**src/los_mask_pkg.sv**
```systemverilog
// Constants for the loss-of-signal mask timing register bank
package los_mask_pkg;

  // ----------------------------------------------------------------
  // Register offsets
  // ----------------------------------------------------------------
  localparam logic [7:0] FALL_MASK_OFFSET   = 8'h0C;
  localparam logic [7:0] RISE_MASK_OFFSET   = 8'h0D;
  localparam logic [7:0] LEVEL_STAT_OFFSET  = 8'h0F;

  // ----------------------------------------------------------------
  // Field layout and reset values
  // ----------------------------------------------------------------
  localparam int         MASK_ENABLE_BIT    = 7;
  localparam int         MASK_TIME_MSB      = 5;
  localparam int         MASK_TIME_W        = 6;
  localparam int         LEVEL_W            = 7;
  localparam logic [7:0] MASK_CTRL_RESET    = 8'h00;
  localparam logic [7:0] UNMAPPED_READ      = 8'h00;

  // ----------------------------------------------------------------
  // Timing: interval = base + code * step
  // ----------------------------------------------------------------
  localparam int         CLK_PERIOD_NS      = 20;
  localparam int         MASK_BASE_NS       = 5000;   // Code 0, under 10 us
  localparam int         MASK_STEP_NS       = 32000;  // Code 63 gives 2.021 ms
  localparam int         MASK_BASE_CYCLES   = MASK_BASE_NS / CLK_PERIOD_NS;
  localparam int         MASK_STEP_CYCLES   = MASK_STEP_NS / CLK_PERIOD_NS;
  localparam int         MASK_CNT_W         = 17;
  localparam int         MIN_LIMIT_CYCLES   = 10000 / CLK_PERIOD_NS;
  localparam int         MAX_LIMIT_CYCLES   = 2000000 / CLK_PERIOD_NS;

endpackage : los_mask_pkg

```
**src/los_mask_timing_control.sv**
```systemverilog
// Loss-of-signal mask timing registers and output mask logic
`timescale 1ns/1ps
`default_nettype none

module los_mask_timing_control #(
  parameter int unsigned         BASE_CYCLES   = los_mask_pkg::MASK_BASE_CYCLES,
  parameter int unsigned         STEP_CYCLES   = los_mask_pkg::MASK_STEP_CYCLES,
  parameter logic [6:0]          DEFAULT_LEVEL = 7'h10  // Code of the 25 mV default level
) (
  // Clock and reset
  input  wire logic              SYS_CLK_IN,
  input  wire logic              SYS_RST_IN,
  // Register access from the two-wire interface control logic
  input  wire logic [7:0]        REG_ADDR_IN,
  input  wire logic              REG_WR_IN,
  input  wire logic [7:0]        REG_WDATA_IN,
  output logic      [7:0]        REG_RDATA_OUT,
  // Assert-level setting from the level register
  input  wire logic              ASSERT_LEVEL_SELECT_IN,
  input  wire logic [6:0]        ASSERT_LEVEL_CODE_IN,
  output logic      [6:0]        ACTIVE_ASSERT_LEVEL_OUT,
  // Detector and masked output
  input  wire logic              LOS_RAW_IN,
  output logic                   LOS_OUT
);

  // ----------------------------------------------------------------
  // Declarations
  // ----------------------------------------------------------------
  localparam int CW = los_mask_pkg::MASK_CNT_W;

  logic [7:0]    fall_ctrl_r;
  logic [7:0]    rise_ctrl_r;
  logic [CW-1:0] count_r;
  logic [CW-1:0] load_val;
  logic [5:0]    sel_code;
  logic          fall_edge;
  logic          rise_edge;
  logic          fall_en;
  logic          rise_en;
  logic          idle;
  logic [6:0]    active_level;

  // ----------------------------------------------------------------
  // Control registers
  // ----------------------------------------------------------------

  // Software writes to the two mask registers; status offset ignores writes
  always_ff @(posedge SYS_CLK_IN) begin
    if (SYS_RST_IN) begin
      fall_ctrl_r <= los_mask_pkg::MASK_CTRL_RESET;
      rise_ctrl_r <= los_mask_pkg::MASK_CTRL_RESET;
    end else if (REG_WR_IN) begin
      if (REG_ADDR_IN == los_mask_pkg::FALL_MASK_OFFSET) begin
        fall_ctrl_r <= REG_WDATA_IN;
      end
      if (REG_ADDR_IN == los_mask_pkg::RISE_MASK_OFFSET) begin
        rise_ctrl_r <= REG_WDATA_IN;
      end
    end
  end

  // Assert level in effect: programmed code or built-in default
  assign active_level = ASSERT_LEVEL_SELECT_IN ? ASSERT_LEVEL_CODE_IN : DEFAULT_LEVEL;
  assign ACTIVE_ASSERT_LEVEL_OUT = active_level;

  // Registered read data; unmapped offsets read zero
  always_ff @(posedge SYS_CLK_IN) begin
    if (SYS_RST_IN) begin
      REG_RDATA_OUT <= los_mask_pkg::UNMAPPED_READ;
    end else begin
      unique case (REG_ADDR_IN)
        los_mask_pkg::FALL_MASK_OFFSET:  REG_RDATA_OUT <= fall_ctrl_r;
        los_mask_pkg::RISE_MASK_OFFSET:  REG_RDATA_OUT <= rise_ctrl_r;
        los_mask_pkg::LEVEL_STAT_OFFSET: REG_RDATA_OUT <= {1'b0, active_level};
        default:                         REG_RDATA_OUT <= los_mask_pkg::UNMAPPED_READ;
      endcase
    end
  end

  // ----------------------------------------------------------------
  // Mask timing
  // ----------------------------------------------------------------

  // Edge detection against the current output, and interval length
  assign idle      = (count_r == '0);
  assign fall_edge = idle && LOS_OUT && !LOS_RAW_IN;
  assign rise_edge = idle && !LOS_OUT && LOS_RAW_IN;
  assign fall_en   = fall_ctrl_r[los_mask_pkg::MASK_ENABLE_BIT];
  assign rise_en   = rise_ctrl_r[los_mask_pkg::MASK_ENABLE_BIT];
  assign sel_code  = fall_edge ? fall_ctrl_r[los_mask_pkg::MASK_TIME_MSB:0]
                               : rise_ctrl_r[los_mask_pkg::MASK_TIME_MSB:0];
  // Linear in the code, so monotonic from code 0 to code 63
  assign load_val  = CW'(BASE_CYCLES - 32'd1 + 32'(sel_code) * STEP_CYCLES);

  // Output follows the detector while idle; an enabled edge starts a hold
  always_ff @(posedge SYS_CLK_IN) begin
    if (SYS_RST_IN) begin
      LOS_OUT <= 1'b0;
    end else if (idle) begin
      LOS_OUT <= LOS_RAW_IN;
    end
  end

  // Mask counter: loaded on an enabled edge, counts down to idle
  always_ff @(posedge SYS_CLK_IN) begin
    if (SYS_RST_IN) begin
      count_r <= '0;
    end else if (!idle) begin
      count_r <= count_r - CW'(1);
    end else if ((fall_edge && fall_en) || (rise_edge && rise_en)) begin
      count_r <= load_val;
    end
  end

  // Absolute time limit only holds with the real step size; scaled-down runs skip it
  if (STEP_CYCLES == los_mask_pkg::MASK_STEP_CYCLES) begin : g_real_timing

  end
endmodule : los_mask_timing_control

`default_nettype wire

```
**config.mk**
```make
export PLATFORM = sky130hd
export DESIGN_NAME = los_mask_timing_control
export DESIGN_NICKNAME = d
export VERILOG_FILES = /design/src/los_mask_pkg.sv /design/src/los_mask_timing_control.sv
export SDC_FILE = /design/constraint.sdc
export NUM_CORES = 1
export LEC_CHECK = 0
export ABC_AREA = 1
export BUFFER_PORTS_ARGS = -buffer_cell sky130_fd_sc_hd__buf_4
export CAP_MARGIN = 30
export CORE_MARGIN = 1.5
export CORE_UTILIZATION = 30
export CTS_CLUSTER_SIZE = 10
export DETAILED_ROUTE_END_ITERATION = 6
export PLACE_DENSITY_LB_ADDON = 0.15
export SYNTH_ARGS = -nofsm -noshare
export SYNTH_HDL_FRONTEND = slang
export SYNTH_SLANG_ARGS = --single-unit
```
**constraint.sdc**
```tcl
create_clock -name SYS_CLK_IN -period 9.9 [get_ports SYS_CLK_IN]
set_input_delay 2.475 -clock SYS_CLK_IN [delete_from_list [all_inputs] [get_ports SYS_CLK_IN]]
set_output_delay 2.475 -clock SYS_CLK_IN [all_outputs]
set_load 0.005 [all_outputs]
```
# Word level (Yosys, flattened, before mapping)
# Index checks and enable logic that the tools add are counted.
# Widths: inputs -> output; s select.
[word_totals] output_inout_bits=16 register_bits=42 wordCells=29 input_bits=28
[classes] n_reduce_logical=12 eq_ne=4 addsub=2 mul=1 n_mux=5
[ops] op="$mux 17" count=2
[ops] op="$eq 8x4->1 const B" count=3
[ops] op="$pmux 8 s3" count=1
[ops] op="$add 8x17->17 const A" count=1
[ops] op="$logic_not 17->1" count=1
[ops] op="$sub 17x1->17 const B" count=1
[ops] op="$mul 6x5->11 const B" count=1
[ops] op="$mux 7" count=1
[ops] op="$logic_and 1x1->1" count=6
[ops] op="$mux 6" count=1
[ops] op="$reduce_and 2->1" count=2
[ops] op="$logic_not 1->1" count=2
[ops] op="$ne 2x1->1 const B" count=1
[ops] op="$logic_or 1x1->1" count=1

# Logic depth before layout (Yosys ltp)
# Gate-level depths: netlist of the first run.
[logic_depth] word_depth=8 ltp_mapped=24 ltp_nobuf=24

# Worst setup path before layout of the first run
# No wires, ideal clock.
[synth_timing] kind="input-to-reg" from="input port LOS_RAW_IN" to="register count_r[15]" slack_ns=4.473 setup_time_ns=0.070 path_stages=17 required_ns=9.830 path_buffers=0 arrival_ns=5.357 path_cell_list="nor2_4 > nand3_4 > o21ai_2 > inv_1 > ha_1 > ha_1 > ha_1 > inv_1 > fa_1 > xnor2_1 > inv_1 > nor2_1 > nor3b_1 > nand3_1 > nand2_1 > nand3_1 > a21oi_1"
[synth_between] elab_chain_len=7 elab_cells_between_ends=12 classes_between="add/sub (1); mul (1); eq/ne (1); mux (3); reduce/logical (6)"
[synth_rtl] item="start: declaration" line_no="los_mask_timing_control.sv:23" source="input wire logic LOS_RAW_IN,"
[synth_rtl] item="$logic_not 1->1" line_no="los_mask_timing_control.sv:87" source="assign fall_edge = idle && LOS_OUT && !LOS_RAW_IN;"
[synth_rtl] item="$logic_and 1x1->1" line_no="los_mask_timing_control.sv:87"
[synth_rtl] item="$mux 6" line_no="los_mask_timing_control.sv:91" source="assign sel_code = fall_edge ? fall_ctrl_r[los_mask_pkg::MASK_TIME_MSB:0]"
[synth_rtl] item="$mul 6x5->11" line_no="los_mask_timing_control.sv:94" source="assign load_val = CW'(BASE_CYCLES - 32'd1 + 32'(sel_code) * STEP_CYCLES);"
[synth_rtl] item="$add 8x17->17" line_no="los_mask_timing_control.sv:94"
[synth_rtl] item="$mux 17" line_no="los_mask_timing_control.sv:111" source="end else if ((fall_edge && fall_en) || (rise_edge && rise_en)) begin"
[synth_rtl] item="$mux 17" line_no="los_mask_timing_control.sv:109" source="end else if (!idle) begin"
[synth_rtl] item="end signal: assignment" line_no="los_mask_timing_control.sv:110" source="count_r <= count_r - CW'(1);"
[synth_rtl] item="end signal: assignment" line_no="los_mask_timing_control.sv:112" source="count_r <= load_val;"
[synth_rtl] item="end: declaration" line_no="los_mask_timing_control.sv:34" source="logic [CW-1:0] count_r;"
# Parallel ways exist; a longest one is shown, timed or not. The select of a mux whose other input is x is not followed.
# A chain may end at the register's enable or synchronous reset.

# Worst setup path in the final report of the first run
# Same ends and word-level chain as after synthesis.

==> impl_results.md, run 1 <==
- PwrDens: 176.4 nW/um^2
- N_diodes: 0
- Synth Area per Inst: 6.915 sq um
- Die area: 10490 sq um
- Post-Synthesis Cells: 429
- Startpoint types: input port
- Part of the power in registers: 35.0%
- Die span in x: 102.4 um
- Routed Antenna Nets: 0
- Ys async rst share: 0%
- Post-Syn Nets: 478
- Endpoint, Worst Hold: rise_ctrl_r[6]
- Vias in the first global route: 2585
- Max IR drop VDD: 0.00008875 V
- Post-CTS Setup Bufs: 0
- Crit Path Class: input port to flip-flop
- Residual DRC count: 0
- Synth top area cells: dfxtp_1, nand2_1, inv_1
- Vias per inst: 4.498
- Grt total ovfl: 0
- Top_reg_cell synth: dfxtp_1
- Vias post-DR: 2735
- First-pass GRT wire length: 12230 um
- Num CTS Buffers: 5
- Critical Path AT: 5.81 ns
- Area grow syn2layout: 19.53%
- Clk slew on worst S/H paths: 0.09 ns
- DR pass1 iterations: 4
- Final Critical Period: 5.585 ns
- DP HPWL: 6124 um
- Crit Path Max Fanout: 8
- Drt total wl: 7542 um
- Wire per inst: 12.40 um
- Comb pwr share: 42.9%
- Max Freq: 0.1791 GHz
- Die span in y: 102.4 um
- Sequential fraction of the synthesis area: 28.34%
- Initial DRC count: 111
- Sw Ratio: 41.77%
- YS warnings: 0
- RSZ-0062 raised after global routing: no
- Starting Density: 30.63%
- Root buffer cell: clkbuf_8
- Layout cells sized above 1: 18.32%
- Status: completed
- Worst path required time: 10.13 ns
- Cts hold-fix bufs: 0
- Crit Reg-Reg Startpoint: count_r[0]
- Pins Over Slew Limit: 0
- Internal: 364.2 uW
- GRT Util Overall: 14.97%
- Skew-Pair Late Insertion Delay: 0.30 ns
- TritonCTS clock tree: done
- CP Capture Type: flip-flop
- Relative slew slack: 68.13%
- Worst-margin pin slew: 0.4751 ns
- H-Tree Level Count: 2
- Most frequent cells in the layout: nand2_1, inv_1, buf_4
- Core box area: 9684 sq um
- FF+latch count, synth: 42
- Crit share post-route: 56.41%
- Hold path cells: 2
- Initial antenna violation count: 0
- Rows: 36
- Ports: 44
- Area leader, netlist: dfxtp_1
- Hold Startpoint: rise_ctrl_r[6]
- Worst Reg-to-Reg Cells: 20
- Final setup TNS: 0 ns
- Flop-to-flop setup slack: 5.87 ns
- Net switching power: 261.2 uW
- Num Clock Sinks: 42
- Layout Skew: 0.009308 ns
- Total power: 625.4 uW
- Syn Std Cell Area: 2967 sq um
- Hold crit path type: flip-flop to flip-flop
- Largest net degree at the start of global routing: 20
- Most common cell after layout, fill and taps aside: nand2_1
- Static Leak: 0.001756 uW
- Yosys top cell area share: 28.34%
- Clock power share: 22.1%
- Max Cap Viol: 0
- Nets: 523
- PortBufs: 43
- Gp weighted congestion: 0.8129
- Reg2Reg Capture Point: count_r[15]
- Synth unique cells: 37
- Bufs on Longest Clock Path: 2
- Number of synthesized flops with an enable pin: 0
- Fin. Hold Viols: 0
- Final setup violating endpoints: 0
- Post-cts resize count: 0
[per-stage QoR]
step / setup WS [ns] / utilization, % / cells / area (sq um) / hold slack (ns)
after floorplan: 4.473 / - / 429 / 2967 / 0.4313
after global placement: 4.075 / 35.49 / 600 / 3437 / 0.4591
after detailed placement: 4.006 / 35.49 / 600 / 3437 / 0.4608
after CTS: 4.303 / 36.61 / 608 / 3546 / 0.4736
after global routing: 4.041 / 36.61 / 608 / 3546 / 0.5202
final: 4.315 / 36.61 / 608 / 3546 / 0.4847
[worst max-delay path by stage]
stage               start     endpoint  slack (ns)  cells past startpoint
2_1_floorplan  LOS_RAW_IN  count_r[15]        4.47                     17
3_3_place_gp   LOS_RAW_IN  count_r[16]        4.08                     20
3_5_place_dp   LOS_RAW_IN  count_r[15]        4.01                     18
4_1_cts        LOS_RAW_IN  count_r[15]        4.30                     18
5_1_grt        LOS_RAW_IN  count_r[15]        4.04                     18
6_report       LOS_RAW_IN  count_r[15]        4.32                     18
[synth_stat cells (2+ instances only)]
master and count:
nand3_1 19, clkinv_1 2, o31ai_1 2, nor2_1 35, a31oi_1 6, nor4_1 3, nor2_4 8, xor2_1 13
o21ai_1 3, xnor2_1 2, nand2_2 11, inv_1 80, nand3_4 2, ha_1 20, a21oi_1 31, nor2_2 3
clkbuf_1 5, o221ai_1 5, nand2_1 81, or2_2 3, o21ai_0 25, nand2_4 2, dfxtp_1 42, nand4_1 12
o21ai_2 2
[kinds of logic after synthesis]
family	synth area share [%]
adders and majority gates	9.110
buffers and inverters	11.13
AOI/OAI and AO/OA	15.90
and+or+nand+nor	31.08
DFF	28.34
xor gates and xnor gates	4.429
[flip-flops by register name, summed over array words and instances, names as in the netlist]
name and count:
rise_ctrl_r 8, LOS_OUT 1, fall_ctrl_r 8, REG_RDATA_OUT 8
count_r 17
[cell type report]
class                           instances  area [sq um]
Inverter                               83         311.5
Clock inverter                          3         40.04
Sequential cell                        42         840.8
Fill cell                            1065          6138
Clock buffer                            5         68.82
Multi-Input combinational cell        299          1795
Tap cell                              133         166.4
Timing Repair Buffer                   43         322.8
[power by group through the flow]
stage	Clock (uW)	Sequential, uW	Combinational [uW]
2_1_floorplan	0	218	210
3_3_place_gp	0	223	268
5_1_grt	149	222	307
3_5_place_dp	0	223	269
4_1_cts	142	219	270
6_report	139	219	268
[per-layer routing]
metal	vias up	share of wire (%)	GRT usage [%]
met2	34	49	25.67
met3	4	2.1	2.257
li1	1472	-	-
met4	0	0.65	3.793
met5	-	0	0
met1	1225	48	19.65
[worst max-delay path, stage by stage]
cell and delay (ns):
buf_4 0.13, nor2_4 0.24, nand3_4 0.15, o21ai_2 0.30
inv_1 0.08, ha_1 0.20, ha_1 0.27, ha_1 0.30
inv_1 0.06, fa_1 0.47, xnor2_1 0.21, inv_1 0.09
nor2_1 0.16, nor3b_1 0.30, nand3_1 0.11, nand2_1 0.06
nand3_1 0.06, a21oi_1 0.14
(Power assumes the default switching activity.)
==> inputs of run 2 (changes only) <==
clock period = 5.3 ns   (was 9.9 ns; I/O delays follow)
==> run 2 against run 1 <==
  * Global-route usage shrank 0.17 points
  * Register-to-register slack worse by 4.6 ns
  * Cell area is the same
  * Clock power rose by 84%
  * Worst setup slack lost 3.4 ns
  * Core utilization unchanged
  * Clock-buffer cell count is the same
  * Sequential power rose by 87%
  * Non-clock buffer count stayed put
==> impl_results.md, run 2 (synthesis gave the netlist of run 1 again) <==
- Area grow syn2layout: 19.53% (unchanged)
- Vias post-DR: 2726 (was 2735)
- Vias per inst: 4.484 (was 4.498)
- Wire per inst: 12.25 um (was 12.40 um)
- Largest register by flop count: count_r (unchanged)
- Residual DRC count: 0 (unchanged)
- Status: completed (unchanged)
- Root buffer cell: clkbuf_8 (unchanged)
- GRT Util Overall: 14.80% (was 14.97%)
- RSZ-0062 raised after global routing: no (unchanged)
- CP Capture Type: flip-flop (unchanged)
- First-pass GRT wire length: 12190 um (was 12230 um)
- Nets: 523 (unchanged)
- Most common cell after layout, fill and taps aside: nand2_1 (unchanged)
- Relative slew slack: 67.47% (was 68.13%)
- Drt total wl: 7449 um (was 7542 um)
- Die span in y: 102.4 um (unchanged)
- Die span in x: 102.4 um (unchanged)
- Flop-to-flop setup slack: 1.32 ns (was 5.87 ns)
- Clk slew on worst S/H paths: 0.08 ns (was 0.09 ns)
- H-Tree Level Count: 2 (unchanged)
- Skew-Pair Late Insertion Delay: 0.30 ns (about the same)
- Placed cell count: 600 (unchanged)
- Initial antenna violation count: 0 (unchanged)
- Grt total ovfl: 0 (unchanged)
- Final setup TNS: 0 ns (unchanged)
- Num CTS Buffers: 5 (unchanged)
- Pins Over Slew Limit: 0 (unchanged)
- N_diodes: 0 (unchanged)
- Most frequent cells in the layout: nand2_1, inv_1, buf_4 (unchanged)
- Bufs on Longest Clock Path: 2 (unchanged)
- Final std cells w/o fill: 608 (unchanged)
- Routed Antenna Nets: 0 (unchanged)
- Vias in the first global route: 2618 (was 2585)
- Static Leak: 0.001756 uW (unchanged)
- Ports: 44 (unchanged)
- Layout Skew: 0.007156 ns (was 0.009308 ns)
- Initial DRC count: 84 (was 111)
- Crit Path Class: input port to flip-flop (unchanged)
- Max Cap Viol: 0 (unchanged)
- PortBufs: 43 (unchanged)
- Die area: 10490 sq um (unchanged)
- Max IR drop VDD: 0.0001355 V (was 0.00008875 V)
- Layout cells sized above 1: 18.32% (unchanged)
- Critical Path AT: 4.61 ns (was 5.81 ns)
- Rows: 36 (unchanged)
- Post-cts resize count: 0 (unchanged)
- Crit Path Max Fanout: 8 (unchanged)
- Max Freq: 0.2285 GHz
- DP HPWL: 6082 um (was 6124 um)
- Gp weighted congestion: 0.8165 (was 0.8129)
- Num Clock Sinks: 42 (unchanged)
- TritonCTS clock tree: done (unchanged)
- Starting Density: 30.63% (unchanged)
- Startpoint types: input port (unchanged)
- Worst-margin pin slew: 0.4850 ns (was 0.4751 ns)
- Largest net degree at the start of global routing: 20 (unchanged)
- Post-CTS Setup Bufs: 0 (unchanged)
- Core box area: 9684 sq um (unchanged)
- Hold crit path type: flip-flop to flip-flop (unchanged)
- Cts hold-fix bufs: 0 (unchanged)
- PwrDens: 328.7 nW/um^2 (was 176.4 nW/um^2)
- Fin. Hold Viols: 0 (unchanged)
- Final Critical Period: 4.376 ns
- DR pass1 iterations: 4 (unchanged)
- Crit share post-route: 82.58%
- Worst path required time: 5.53 ns (was 10.13 ns)
- Number of flip-flops in the largest register: 17 (unchanged)
- Final setup violating endpoints: 0 (unchanged)
run 2: cell counts in the layout (fill, tap and decap cells not counted):
No cell type changed its count.
run 2: power breakdown:
part           internal [uW]  switching, uW
Sequential               363           45.3
Combinational            178            323
Clock                    139            117
run 2: area by class of cell:
class / count / area (sq um)
clock inverters: 3 / 40.04
clock buffers: 5 / 68.82
inverters: 83 / 311.5
multi-input cells: 299 / 1795
well taps: 133 / 166.4
repair buffers: 43 / 322.8
fillers: 1065 / 6138
flip-flops and latches: 42 / 840.8
run 2: per-layer routing:
metal  part of all wire (%)  up-vias  GRT usage [%]
met1                     49     1206          19.03
met5                      0        -              0
li1                       -     1478              -
met4                   0.83        0          3.161
met2                     49       35          26.13
met3                    2.0        7          2.257
run 2: per-stage QoR:
stage | total power, uW | setup slack (ns) | hold slack [ns] | utilization [%] | instance area [sq um]
6_report | 1165 | 0.9235 | 0.4801 | 36.61 | 3546
5_1_grt | 1262 | 0.5817 | 0.5177 | 36.61 | 3546
4_1_cts | 1178 | 0.8931 | 0.4739 | 36.61 | 3546
3_5_place_dp | 918.5 | 0.5788 | 0.4608 | 35.49 | 3437
3_3_place_gp | 916.8 | 0.6297 | 0.4589 | 35.49 | 3437
2_1_floorplan | 798.2 | 1.023 | 0.4313 | - | 2967
run 2: final timing paths:
| kind | startpoint | to | depth (start not counted) |
|---|---|---|---|
| worst min register to register | rise_ctrl_r[6] | rise_ctrl_r[6] | 2 |
| worst min-delay path | rise_ctrl_r[6] | rise_ctrl_r[6] | 2 |
| worst max register to register | count_r[0] | count_r[15] | 21 |
| worst max-delay path | LOS_RAW_IN | count_r[15] | 19 |
run 2: critical path, stage by stage:
cell     delay [ns]
buf_4          0.13
nor2_4         0.25
nand3_4        0.16
o21ai_4        0.26
inv_2          0.10
nor2_1         0.14
nor2_1         0.07
ha_1           0.30
ha_1           0.30
ha_1           0.37
a21oi_1        0.19
nand2_1        0.08
xor2_1         0.24
inv_1          0.09
nor3b_1        0.24
nand3_1        0.11
nand2_1        0.06
nand3_1        0.06
a21oi_1        0.13
